$ cat src/lbec_consts.svh
// Constants for the loopback lane error counter block
// Summary of operation
// - Lanes 0 to 3 error counts read from the low count register, lane 0 in bits 7:0 up to lane 3 in bits 31:24.
// - Lanes 4 to 7 error counts read from the high count register, lane 4 in bits 7:0 up to lane 7 in bits 31:24.
// - While a test runs, a lane that takes part counts one error for each cycle its receiver flags a decode or disparity error, up to 255.
// - Writing one to the start bit clears every lane error count to zero.
// - A lane count means something only when that lane's tested flag is one, and software ignores it otherwise.
// - A lane that took no part in the test reports a count of zero.
// - A lane is untested when it lies outside the configured width or has no receiver detected.
// - The tested flags in status bits 15:8 clear at start and set at test end for each lane whose count is valid.
`ifndef LBEC_CONSTS_SVH
`define LBEC_CONSTS_SVH

// ==========================================================
// Register offsets (byte addresses)
`define LBEC_OFF_CTRL     8'h08
`define LBEC_OFF_STAT     8'h0c
`define LBEC_OFF_ERR_LO   8'h10
`define LBEC_OFF_ERR_HI   8'h14
`define LBEC_OFF_IRQ_STAT 8'h18
`define LBEC_OFF_IRQ_MASK 8'h1c

// ==========================================================
// Field positions
`define LBEC_CTRL_START   0
`define LBEC_CTRL_STOP    1
`define LBEC_LANE_LSB     8
`define LBEC_LANE_MSB     15
`define LBEC_STAT_RUN     0
`define LBEC_IRQ_DONE     0
`define LBEC_IRQ_SAT      1

// ==========================================================
// Sizes and reset values
`define LBEC_LANES        8
`define LBEC_CNT_W        8
`define LBEC_CNT_MAX      8'hff
`define LBEC_CNT_ZERO     8'h00
`define LBEC_LANE_EN_RST  8'hff
`define LBEC_IRQ_W        2
`define LBEC_IRQ_ZERO     2'h0
`define LBEC_WORD_ZERO    32'h0000_0000

`endif

$ cat src/lbec_pkg.sv
// Types shared by the loopback lane error counter block
package lbec_pkg;
  typedef struct packed {
    logic        en;
    logic [7:0]  addr;
    logic [31:0] data;
  } lbec_regwr_t;

  typedef enum logic {
    LBEC_IDLE,
    LBEC_RUN
  } lbec_state_t;
endpackage : lbec_pkg

$ cat src/lbec_ahb_slave.sv
// AHB-Lite slave front end for the register file
`timescale 1ns/10ps
`include "lbec_consts.svh"
module lbec_ahb_slave (
  // Clock and reset
  input  wire logic                core_clk,
  input  wire logic                rst_n,
  // AHB-Lite slave
  input  wire logic                hsel,
  input  wire logic [31:0]         haddr,
  input  wire logic [1:0]          htrans,
  input  wire logic                hwrite,
  input  wire logic [2:0]          hsize,
  input  wire logic [31:0]         hwdata,
  input  wire logic                hready,
  output logic                     hreadyout,
  output logic                     hresp,
  output logic [31:0]              hrdata,
  // Register file side
  output lbec_pkg::lbec_regwr_t    regWr,
  output logic [7:0]               rdAddr,
  input  wire logic [31:0]         rdData
);
  import lbec_pkg::*;

  logic       addrTaken;
  logic       wrPend;
  logic       rdPend;
  logic [7:0] phaseAddr;

  // Only whole-word transfers are expected, so hsize is not decoded
  assign addrTaken = hsel && htrans[1] && hready;

  always_ff @(posedge core_clk or negedge rst_n) begin
    if (!rst_n) begin
      wrPend    <= 1'b0;
      rdPend    <= 1'b0;
      phaseAddr <= 8'h00;
    end else begin
      wrPend <= addrTaken && hwrite;
      rdPend <= addrTaken && !hwrite;
      if (addrTaken) begin
        phaseAddr <= haddr[7:0];
      end
    end
  end

  // One wait state on reads so a write just before is already visible
  always_ff @(posedge core_clk or negedge rst_n) begin
    if (!rst_n) begin
      hrdata <= `LBEC_WORD_ZERO;
    end else if (rdPend) begin
      hrdata <= rdData;
    end
  end

  assign hreadyout  = !rdPend;
  assign hresp      = 1'b0;
  assign rdAddr     = phaseAddr;
  assign regWr.en   = wrPend;
  assign regWr.addr = phaseAddr;
  assign regWr.data = hwdata;
endmodule : lbec_ahb_slave

$ cat src/lbec_lane_cnt.sv
// One saturating per-lane error counter
`timescale 1ns/10ps
`include "lbec_consts.svh"
module lbec_lane_cnt (
  // Clock and reset
  input  wire logic                    core_clk,
  input  wire logic                    rst_n,
  // Control
  input  wire logic                    clear,
  input  wire logic                    running,
  input  wire logic                    eligible,
  input  wire logic                    laneErr,
  // Result
  output logic [`LBEC_CNT_W-1:0]       count,
  output logic                         satHit
);
  always_ff @(posedge core_clk or negedge rst_n) begin
    if (!rst_n) begin
      count <= `LBEC_CNT_ZERO;
    end else if (clear || !eligible) begin
      count <= `LBEC_CNT_ZERO;
    end else if (running && laneErr && count != `LBEC_CNT_MAX) begin
      count <= count + 8'h01;
    end
  end

  // Pulse on the step into saturation only
  assign satHit = running && eligible && !clear && laneErr && (count == (`LBEC_CNT_MAX - 8'h01));
endmodule : lbec_lane_cnt

$ cat src/lbec_top.sv
// Loopback test per-lane error counters with AHB-Lite registers
//
// Local design decision: the AHB-Lite interface to the registers.
`timescale 1ns/10ps
`include "lbec_consts.svh"
module lbec_top (
  // Clock and reset
  input  wire logic                    core_clk,
  input  wire logic                    rst_n,
  // AHB-Lite slave
  input  wire logic                    hsel,
  input  wire logic [31:0]             haddr,
  input  wire logic [1:0]              htrans,
  input  wire logic                    hwrite,
  input  wire logic [2:0]              hsize,
  input  wire logic [31:0]             hwdata,
  input  wire logic                    hready,
  output logic                         hreadyout,
  output logic                         hresp,
  output logic [31:0]                  hrdata,
  // Lane receivers, core clock domain
  input  wire logic [`LBEC_LANES-1:0]  symErr,
  input  wire logic [`LBEC_LANES-1:0]  dispErr,
  input  wire logic [`LBEC_LANES-1:0]  rxDetected,
  // Link trainer, core clock domain
  input  wire logic                    loopDone,
  // Interrupt
  output logic                         irq
);
  import lbec_pkg::*;

  // ==========================================================
  // Declarations
  lbec_regwr_t                    regWr;
  logic [7:0]                     rdAddr;
  logic [31:0]                    rdData;
  lbec_state_t                    state;
  lbec_state_t                    next_state;
  logic [`LBEC_LANES-1:0]         laneEnable;
  logic [`LBEC_LANES-1:0]         laneTested;
  logic [`LBEC_LANES-1:0]         eligible;
  logic [`LBEC_LANES-1:0]         laneErr;
  logic [`LBEC_LANES-1:0]         satHit;
  logic [`LBEC_CNT_W-1:0]         laneCnt [`LBEC_LANES];
  logic [`LBEC_IRQ_W-1:0]         irqStat;
  logic [`LBEC_IRQ_W-1:0]         irqMask;
  logic [`LBEC_IRQ_W-1:0]         irqSet;
  logic [`LBEC_IRQ_W-1:0]         irqClr;
  logic                           ctrlWr;
  logic                           startPulse;
  logic                           stopPulse;
  logic                           testEnd;
  logic                           running;

  // ==========================================================
  // Bus front end
  lbec_ahb_slave u_ahb (
    .core_clk  (core_clk),
    .rst_n     (rst_n),
    .hsel      (hsel),
    .haddr     (haddr),
    .htrans    (htrans),
    .hwrite    (hwrite),
    .hsize     (hsize),
    .hwdata    (hwdata),
    .hready    (hready),
    .hreadyout (hreadyout),
    .hresp     (hresp),
    .hrdata    (hrdata),
    .regWr     (regWr),
    .rdAddr    (rdAddr),
    .rdData    (rdData)
  );

  // ==========================================================
  // Control decode
  assign ctrlWr     = regWr.en && (regWr.addr == `LBEC_OFF_CTRL);
  assign startPulse = ctrlWr && regWr.data[`LBEC_CTRL_START];
  assign stopPulse  = ctrlWr && regWr.data[`LBEC_CTRL_STOP] && !startPulse;
  assign running    = (state == LBEC_RUN);
  assign testEnd    = running && !startPulse && (stopPulse || loopDone);

  // Configured lanes with a far receiver take part
  assign eligible = laneEnable & rxDetected;
  assign laneErr  = symErr | dispErr;

  always_ff @(posedge core_clk or negedge rst_n) begin
    if (!rst_n) begin
      laneEnable <= `LBEC_LANE_EN_RST;
    end else if (ctrlWr) begin
      laneEnable <= regWr.data[`LBEC_LANE_MSB:`LBEC_LANE_LSB];
    end
  end

  // ==========================================================
  // Test sequencer
  always_comb begin
    next_state = state;
    case (state)
      LBEC_IDLE: begin
        if (startPulse) begin
          next_state = LBEC_RUN;
        end
      end
      LBEC_RUN: begin
        if (testEnd) begin
          next_state = LBEC_IDLE;
        end
      end
      default: begin
        next_state = LBEC_IDLE;
      end
    endcase
  end

  always_ff @(posedge core_clk or negedge rst_n) begin
    if (!rst_n) begin
      state <= LBEC_IDLE;
    end else begin
      state <= next_state;
    end
  end

  // Tested flags: cleared on start, captured at the end of the test
  always_ff @(posedge core_clk or negedge rst_n) begin
    if (!rst_n) begin
      laneTested <= '0;
    end else if (startPulse) begin
      laneTested <= '0;
    end else if (testEnd) begin
      laneTested <= eligible;
    end
  end

  // ==========================================================
  // Lane counters
  for (genvar i = 0; i < `LBEC_LANES; i++) begin : g_lane
    lbec_lane_cnt u_cnt (
      .core_clk (core_clk),
      .rst_n    (rst_n),
      .clear    (startPulse),
      .running  (running),
      .eligible (eligible[i]),
      .laneErr  (laneErr[i]),
      .count    (laneCnt[i]),
      .satHit   (satHit[i])
    );
  end

  // ==========================================================
  // Interrupt status, write one to clear, set wins
  assign irqSet = {(|satHit), testEnd};
  assign irqClr = (regWr.en && regWr.addr == `LBEC_OFF_IRQ_STAT) ? regWr.data[`LBEC_IRQ_W-1:0] : `LBEC_IRQ_ZERO;

  always_ff @(posedge core_clk or negedge rst_n) begin
    if (!rst_n) begin
      irqStat <= `LBEC_IRQ_ZERO;
    end else begin
      irqStat <= (irqStat & ~irqClr) | irqSet;
    end
  end

  always_ff @(posedge core_clk or negedge rst_n) begin
    if (!rst_n) begin
      irqMask <= `LBEC_IRQ_ZERO;
    end else if (regWr.en && regWr.addr == `LBEC_OFF_IRQ_MASK) begin
      irqMask <= regWr.data[`LBEC_IRQ_W-1:0];
    end
  end

  always_ff @(posedge core_clk or negedge rst_n) begin
    if (!rst_n) begin
      irq <= 1'b0;
    end else begin
      irq <= |(((irqStat & ~irqClr) | irqSet) & irqMask);
    end
  end

  // ==========================================================
  // Read mux, unmapped reads return zero
  always_comb begin
    rdData = `LBEC_WORD_ZERO;
    case (rdAddr)
      `LBEC_OFF_CTRL: begin
        rdData[`LBEC_CTRL_START]              = running;
        rdData[`LBEC_LANE_MSB:`LBEC_LANE_LSB] = laneEnable;
      end
      `LBEC_OFF_STAT: begin
        rdData[`LBEC_STAT_RUN]                = running;
        rdData[`LBEC_LANE_MSB:`LBEC_LANE_LSB] = laneTested;
      end
      `LBEC_OFF_ERR_LO: begin
        rdData = {laneCnt[3], laneCnt[2], laneCnt[1], laneCnt[0]};
      end
      `LBEC_OFF_ERR_HI: begin
        rdData = {laneCnt[7], laneCnt[6], laneCnt[5], laneCnt[4]};
      end
      `LBEC_OFF_IRQ_STAT: begin
        rdData[`LBEC_IRQ_W-1:0] = irqStat;
      end
      `LBEC_OFF_IRQ_MASK: begin
        rdData[`LBEC_IRQ_W-1:0] = irqMask;
      end
      default: begin
        rdData = `LBEC_WORD_ZERO;
      end
    endcase
  end

  // ==========================================================
  // Assertions
  logic rdLoPhase;
  logic rdHiPhase;
  assign rdLoPhase = !hreadyout && rdAddr == `LBEC_OFF_ERR_LO;
  assign rdHiPhase = !hreadyout && rdAddr == `LBEC_OFF_ERR_HI;
endmodule : lbec_top

$ cat config.mk
export PLATFORM = sky130hd
export DESIGN_NAME = lbec_top
export DESIGN_NICKNAME = d
export VERILOG_FILES = /design/src/lbec_pkg.sv /design/src/lbec_ahb_slave.sv /design/src/lbec_lane_cnt.sv /design/src/lbec_top.sv
export VERILOG_INCLUDE_DIRS = /design/src
export SDC_FILE = /design/constraint.sdc
export NUM_CORES = 1
export LEC_CHECK = 0
export ABC_AREA = 1
export BUFFER_PORTS_ARGS = -buffer_cell sky130_fd_sc_hd__buf_2
export CORE_AREA = 5 5 134 136
export CTS_BUF_LIST = sky130_fd_sc_hd__clkbuf_8
export CTS_CLUSTER_DIAMETER = 100
export DETAILED_ROUTE_END_ITERATION = 8
export DIE_AREA = 0 0 139 141
export PLACE_DENSITY = 0.71
export SLEW_MARGIN = 20
export SYNTH_ARGS = -nofsm -noshare
export SYNTH_HDL_FRONTEND = slang
export SYNTH_HIERARCHICAL = 1
export SYNTH_SLANG_ARGS = --single-unit
$ cat constraint.sdc
create_clock -name core_clk -period 5.2 [get_ports core_clk]
set_input_delay 0 -clock core_clk [delete_from_list [all_inputs] [get_ports core_clk]]
set_output_delay 0 -clock core_clk [all_outputs]
set_load 0.05 [all_outputs]
# == Word-level counts from Yosys, hierarchy flattened ==
# Index checks and enable logic that the tools add are counted.
# W data, S select, Z words.
# classes
n_eq_ne,22
shifts,0
div_mod_pow,0
addsub,8
mul,0
mux,27
bitwise,7
magnitude_cmp,0
n_reduce_logical,92
# op_table
op,n
$mux W8,18
$add A8 B1 Y8 const B,8
$eq A8 B8 Y1 const B,8
$ne A8 B8 Y1 const B,8
$logic_and A1 B1 Y1,60
$eq A8 B5 Y1 const B,4
$pmux W16 S2,1
$pmux W8 S4,1
$reduce_bool A2 Y1,9
$eq A8 B4 Y1 const B,2
$pmux W6 S2,1
$logic_not A1 Y1,11
$logic_or A1 B1 Y1,9
$and A8 B8 Y8,1
$or A8 B8 Y8,1
$reduce_or A8 Y1,1
$pmux W1 S5,1
$and A2 B2 Y2,2
$pmux W1 S4,1
$reduce_or A2 Y1,2
$mux W1,2
$mux W2,1
$not A2 Y2,1
$or A2 B2 Y2,1
2 further kinds,2
# word_totals
inputBits,99
ramBits,0
mem_bits_ro,0
word_cells,174
out_inout_bits,35
mem_count,0
regBits,128
latch_bits,0

# == Depth between registers and ports, before layout ==
# depth
depth_word,11
mapped_depth,14
depth_no_buf,12

# == Modules after synthesis ==
# The synthesis kept the hierarchy.
# by_module_without_submodules
mod,area_each_um2,seq_area_each_um2,cells_each,instances
lbec_lane_cnt,556.8,200.2,79,8
lbec_ahb_slave,2025.7,1051.0,220,1
lbec_top,1690.4,560.5,239,1

# == Least setup slack after synthesis ==
# OpenSTA, ideal clock, no wires.
# synth_path
kind,reg2reg
startpoint,reg u_ahb.phaseAddr[2] (netlist: u_ahb/rdAddr[2])
endpoint,reg irq
n_path_buf,2
path_slack_ps,2684
setup_time_ps,116
t_arrival_ps,2399
path_stages_with_launch,15
required_time_ps,5084
period_less_slack_ps,2516
path_cell_list,dfrtp_1 -> buf_4 -> inv_1 -> nand2_1 -> nor2_2 -> nand3_1 -> clkbuf_1 -> inv_1 -> nor2_4 -> inv_1 -> nor4b_1 -> nor4_1 -> nand3_1 -> nand2_1 -> nand2_1
# synth_between
elab_chain_cells,11
elab_cells_between_ends,42
cone_classes,eq/ne: 2; mux: 1; bitwise: 4; reduce/logical: 35
# synth_rtl
item,line_no,text
"start, declared",lbec_ahb_slave.sv:29,logic [7:0] phaseAddr;
"start signal, assigned",lbec_ahb_slave.sv:43,phaseAddr <= haddr[7:0];
$eq A8 B4 Y1,-,
$logic_and A1 B1 Y1,lbec_top.sv:77,assign ctrlWr = regWr.en && (regWr.addr == `LBEC_OFF_CTRL);
$logic_and A1 B1 Y1,lbec_top.sv:78,assign startPulse = ctrlWr && regWr.data[`LBEC_CTRL_START];
net startPulse,lbec_top.sv:50,logic startPulse;
$logic_not A1 Y1,lbec_lane_cnt.sv:28,assign satHit = running && eligible && !clear && laneErr && (count == (`LBEC_CNT_MAX - 8'h01));
$logic_and A1 B1 Y1 (3 in a row),lbec_lane_cnt.sv:28,
net satHit[5],lbec_top.sv:43,logic [`LBEC_LANES-1:0] satHit;
$reduce_or A8 Y1,lbec_top.sv:152,"assign irqSet = {(|satHit), testEnd};"
$or A2 B2 Y2,lbec_top.sv:175,irq <= |(((irqStat & ~irqClr) | irqSet) & irqMask);
$and A2 B2 Y2,lbec_top.sv:175,
$reduce_or A2 Y1,lbec_top.sv:175,
"end signal, assigned",lbec_top.sv:175,
"end, declared",lbec_top.sv:28,output logic irq
# The timed path passes the listed nets, and every way through them passes these cells.
# A chain may end at the register's enable or synchronous reset.

# == Worst setup path after layout ==
# Ends and elaborated chain as after synthesis.

==> results.md <==
- The run finished with clean final reports.
- Counting the fill cells in the layout gives 1596.
- The analysis attributes to cell leakage a power of between 4 and 5 nW.
- The total detailed-routing wirelength is 19080 um.
- The count of antenna-violating nets left after detailed routing is 0.
- The quantity of gates resized following cts is 0.
- The die area is a little under 0.02 mm^2.
- The highest clock rate is ~330 MHz.
- The area growth from synthesis to layout is 13.50%.
- Buffers added to address setup during post-CTS repair amount to 0.
- Clock-pin slew was measured on the worst setup and hold paths at 0.07 ns.
- The cell area reported after detailed placement is 0.008315 mm^2.
- The pin count of the biggest net entering global routing is 71.
- The startpoint kind of the worst setup timing path is a flop.
- Headroom to the max-slew limit came out at 0.3965.
- The synthesized net count is approximately 1200.
- TritonCTS created 17 clock buffers.
- The most critical setup path has its startpoint at u_ahb/rdAddr[2]$_DFFE_PN0P_.
- The total grt overflow is 0.
- Setup repair after global routing left no endpoint under its margin.
- In this run the count of I/O pins placed on the die edge is ~130.
- The antenna diode count is 0.
- The largest fanout of any net on the critical path is 11.
- The core region is approximately 0.017 mm^2.
- The via count of the first global-routing pass is 6673.
- The first global-routing pass estimated 32180 um of wire.
- Power spread over the standard cell area amounts to between 200 and 250 mW/mm^2.
- The H-tree generated during clock tree synthesis spans 4 levels.
- The number of antenna violations at the first check in global routing is 0.
- CTS placed an instance of clkbuf_8 at the clock tree root.
- The number of cells produced by synthesis is 1069.
- In the routed design, unresolved DRC markers number 0.
- The die is 141 um tall.
- For this design, the sink count on the clock tree is ~130.
- In the final routed layout, each cell accounts on average for ~14 um.
- Counting along the longest clock path gives a buffer depth of 2.
- The TritonCTS clock tree is done.
- The average footprint of a synthesized cell is ~7.5 um^2.
- The number of vias after detailed routing is roughly 7000.
- The critical path data required time is roughly 5.6 ns.
- The worst register-to-register path begins at u_ahb/rdAddr[2]$_DFFE_PN0P_.
- The final total negative setup slack is 0 ns.
- The hold violation total from the final report came to 0.
- The detailed-router iteration count before antenna repair is 5.
- After synthesis the cells add up to ~0.0080 mm^2.
- Clock latency on the worst-skew pair, taken at its later pin, is roughly 0.44 ns.
- Dividing the final minimum period by the clock period gives 0.5882.
- The time the final worst path needs with I/O delays and setup is 3.058 ns.
- The proportion of layout cells with a drive suffix above 1 is 0.1790.
- The placed wire-length estimate after detailed placement is 13290 um.
- The total of buffers placed on input and output ports is between 80 and 90.
- Once placement completed, the tool counted placed cells totaling 1333.
- For the pin with the worst max-slew slack, the measured transition is about 0.9 ns.
- For this configuration, the core starts out at a cell density of 0.4760.
- The final non-filler cell total is 1404.
- The count of endpoints failing setup in the final report is 0.
- The class of the tightest hold or removal check is input port to flop.
- The area of all placed cells without fillers is approximately 0.0091 mm^2.
- The worst clock skew is 0.01399 ns.
- The initialized floorplan defines 48 standard-cell rows.
- Dividing the detail-routed via count by the number of cells gives 5.011.
- The launch point of the worst hold path is symErr[3].
- Data on the critical path arrives at its endpoint at ~3.4 ns.
- STA classifies the critical path endpoint as a flop.
- During synthesis, Yosys emitted a total of 6 warnings.
- The number of violations reported at the end of detailed-routing iteration 0 is 487.
- The tool flagged a number of max-cap violations equal to 0.
- The max-slew violation count is 0.
- In this run, post-CTS hold repair placed 40 buffers.
- The all-layer global routing usage is 0.1996.
- The net count of the finished layout is 1282.
- The overall die width is about 140 um.
- The path type of the worst setup path is flop to flop.
- The maximum resistive drop on vdd is 149.5 uV.
- The final weighted congestion in routability-driven placement is a little over 0.9.
critical path: stages (launching register included):
cell,delay (ns)
dfrtp_1,0.54
inv_1,0.07
nand2_1,0.08
nor2_2,0.06
nand3_1,0.31
inv_1,0.47
nor2_4,0.37
inv_1,0.15
nor4b_1,0.56
nor4_1,0.13
nand3_1,0.13
nand2_1,0.05
nand2_1,0.05
layout make-up:
cell class              count  area [um^2]  area share
clock buffers              22        302.8     0.03332
clock inverters             9        67.56    0.007436
inverters                  97        414.1     0.04558
multi-input cells         799         3979      0.4379
flip-flops and latches    128         3213      0.3536
well taps                 225        281.5     0.03098
repair buffers            124        828.3     0.09116
worst paths after layout:
kind,to,slack (ns),cells past startpoint
worst min register to register,u_ahb/hrdata[18]$_DFFE_PN0P_,0.47,2
worst max register to register,irq$_DFF_PN0_,2.14,12
max in group asynchronous,g_lane[0].u_cnt/count[2]$_DFFE_PN0P_,3.72,3
worst max-delay path,irq$_DFF_PN0_,2.14,12
min in group asynchronous,u_ahb/hrdata[18]$_DFFE_PN0P_,0.20,2
worst min-delay path,g_lane[3].u_cnt/count[0]$_DFFE_PN0P_,0.15,7
metal layers:
metal | global-route usage | up-vias | wire, um
li1 | - | 3548 | -
met1 | 0.2661 | 3282 | 8552
met2 | 0.3257 | 178 | 9074
met3 | 0.04512 | 27 | 1092
met4 | 0.06282 | 0 | 361
met5 | 0 | - | 0
flip-flops by register name (all words and copies together), names as in the netlist:
register,cells
u_ahb/rdPend,1
irqMask,2
irqStat,2
running,1
u_ahb/rdAddr,8
laneTested,8
laneEnable,8
irq,1
g_lane.u_cnt/count,64
u_ahb/hrdata,32
u_ahb/wrPend,1
through the flow:
stage / power (W) / worst slack [ns] / hold slack, ns / utilization
final: 0.002172 / 2.142 / 0.1532 / 0.5403
after global routing: 0.002281 / 1.842 / 0.1711 / 0.5403
after CTS: 0.002195 / 2.154 / 0.1263 / 0.5403
after detailed placement: 0.001368 / 2.185 / 0.1780 / 0.4945
after global placement: 0.001364 / 2.201 / 0.1784 / 0.4945
after floorplan: 0.001296 / 2.684 / -0.2956 / -
placed cells by master, fill, tap and decap left out, types with 14 or more instances in the layout:
cell type      count
nor2_1            82
dfrtp_1          120
dlygate4sd3_1     40
nand2_2           21
nand3_1           80
buf_2             81
xor2_1            24
clkbuf_8          22
nand2_1          430
nor2_2            14
ha_1              16
nand4_1           30
nor2_4            19
inv_1             91
a22o_1            14
power breakdown:
group	internal, W	switching (W)
Combinational	0.0000908	0.000198
Clock	0.000429	0.000372
Sequential	0.00104	0.0000376
Total	0.00156	0.000608
No activity file was read; power rests on OpenSTA's default activity.
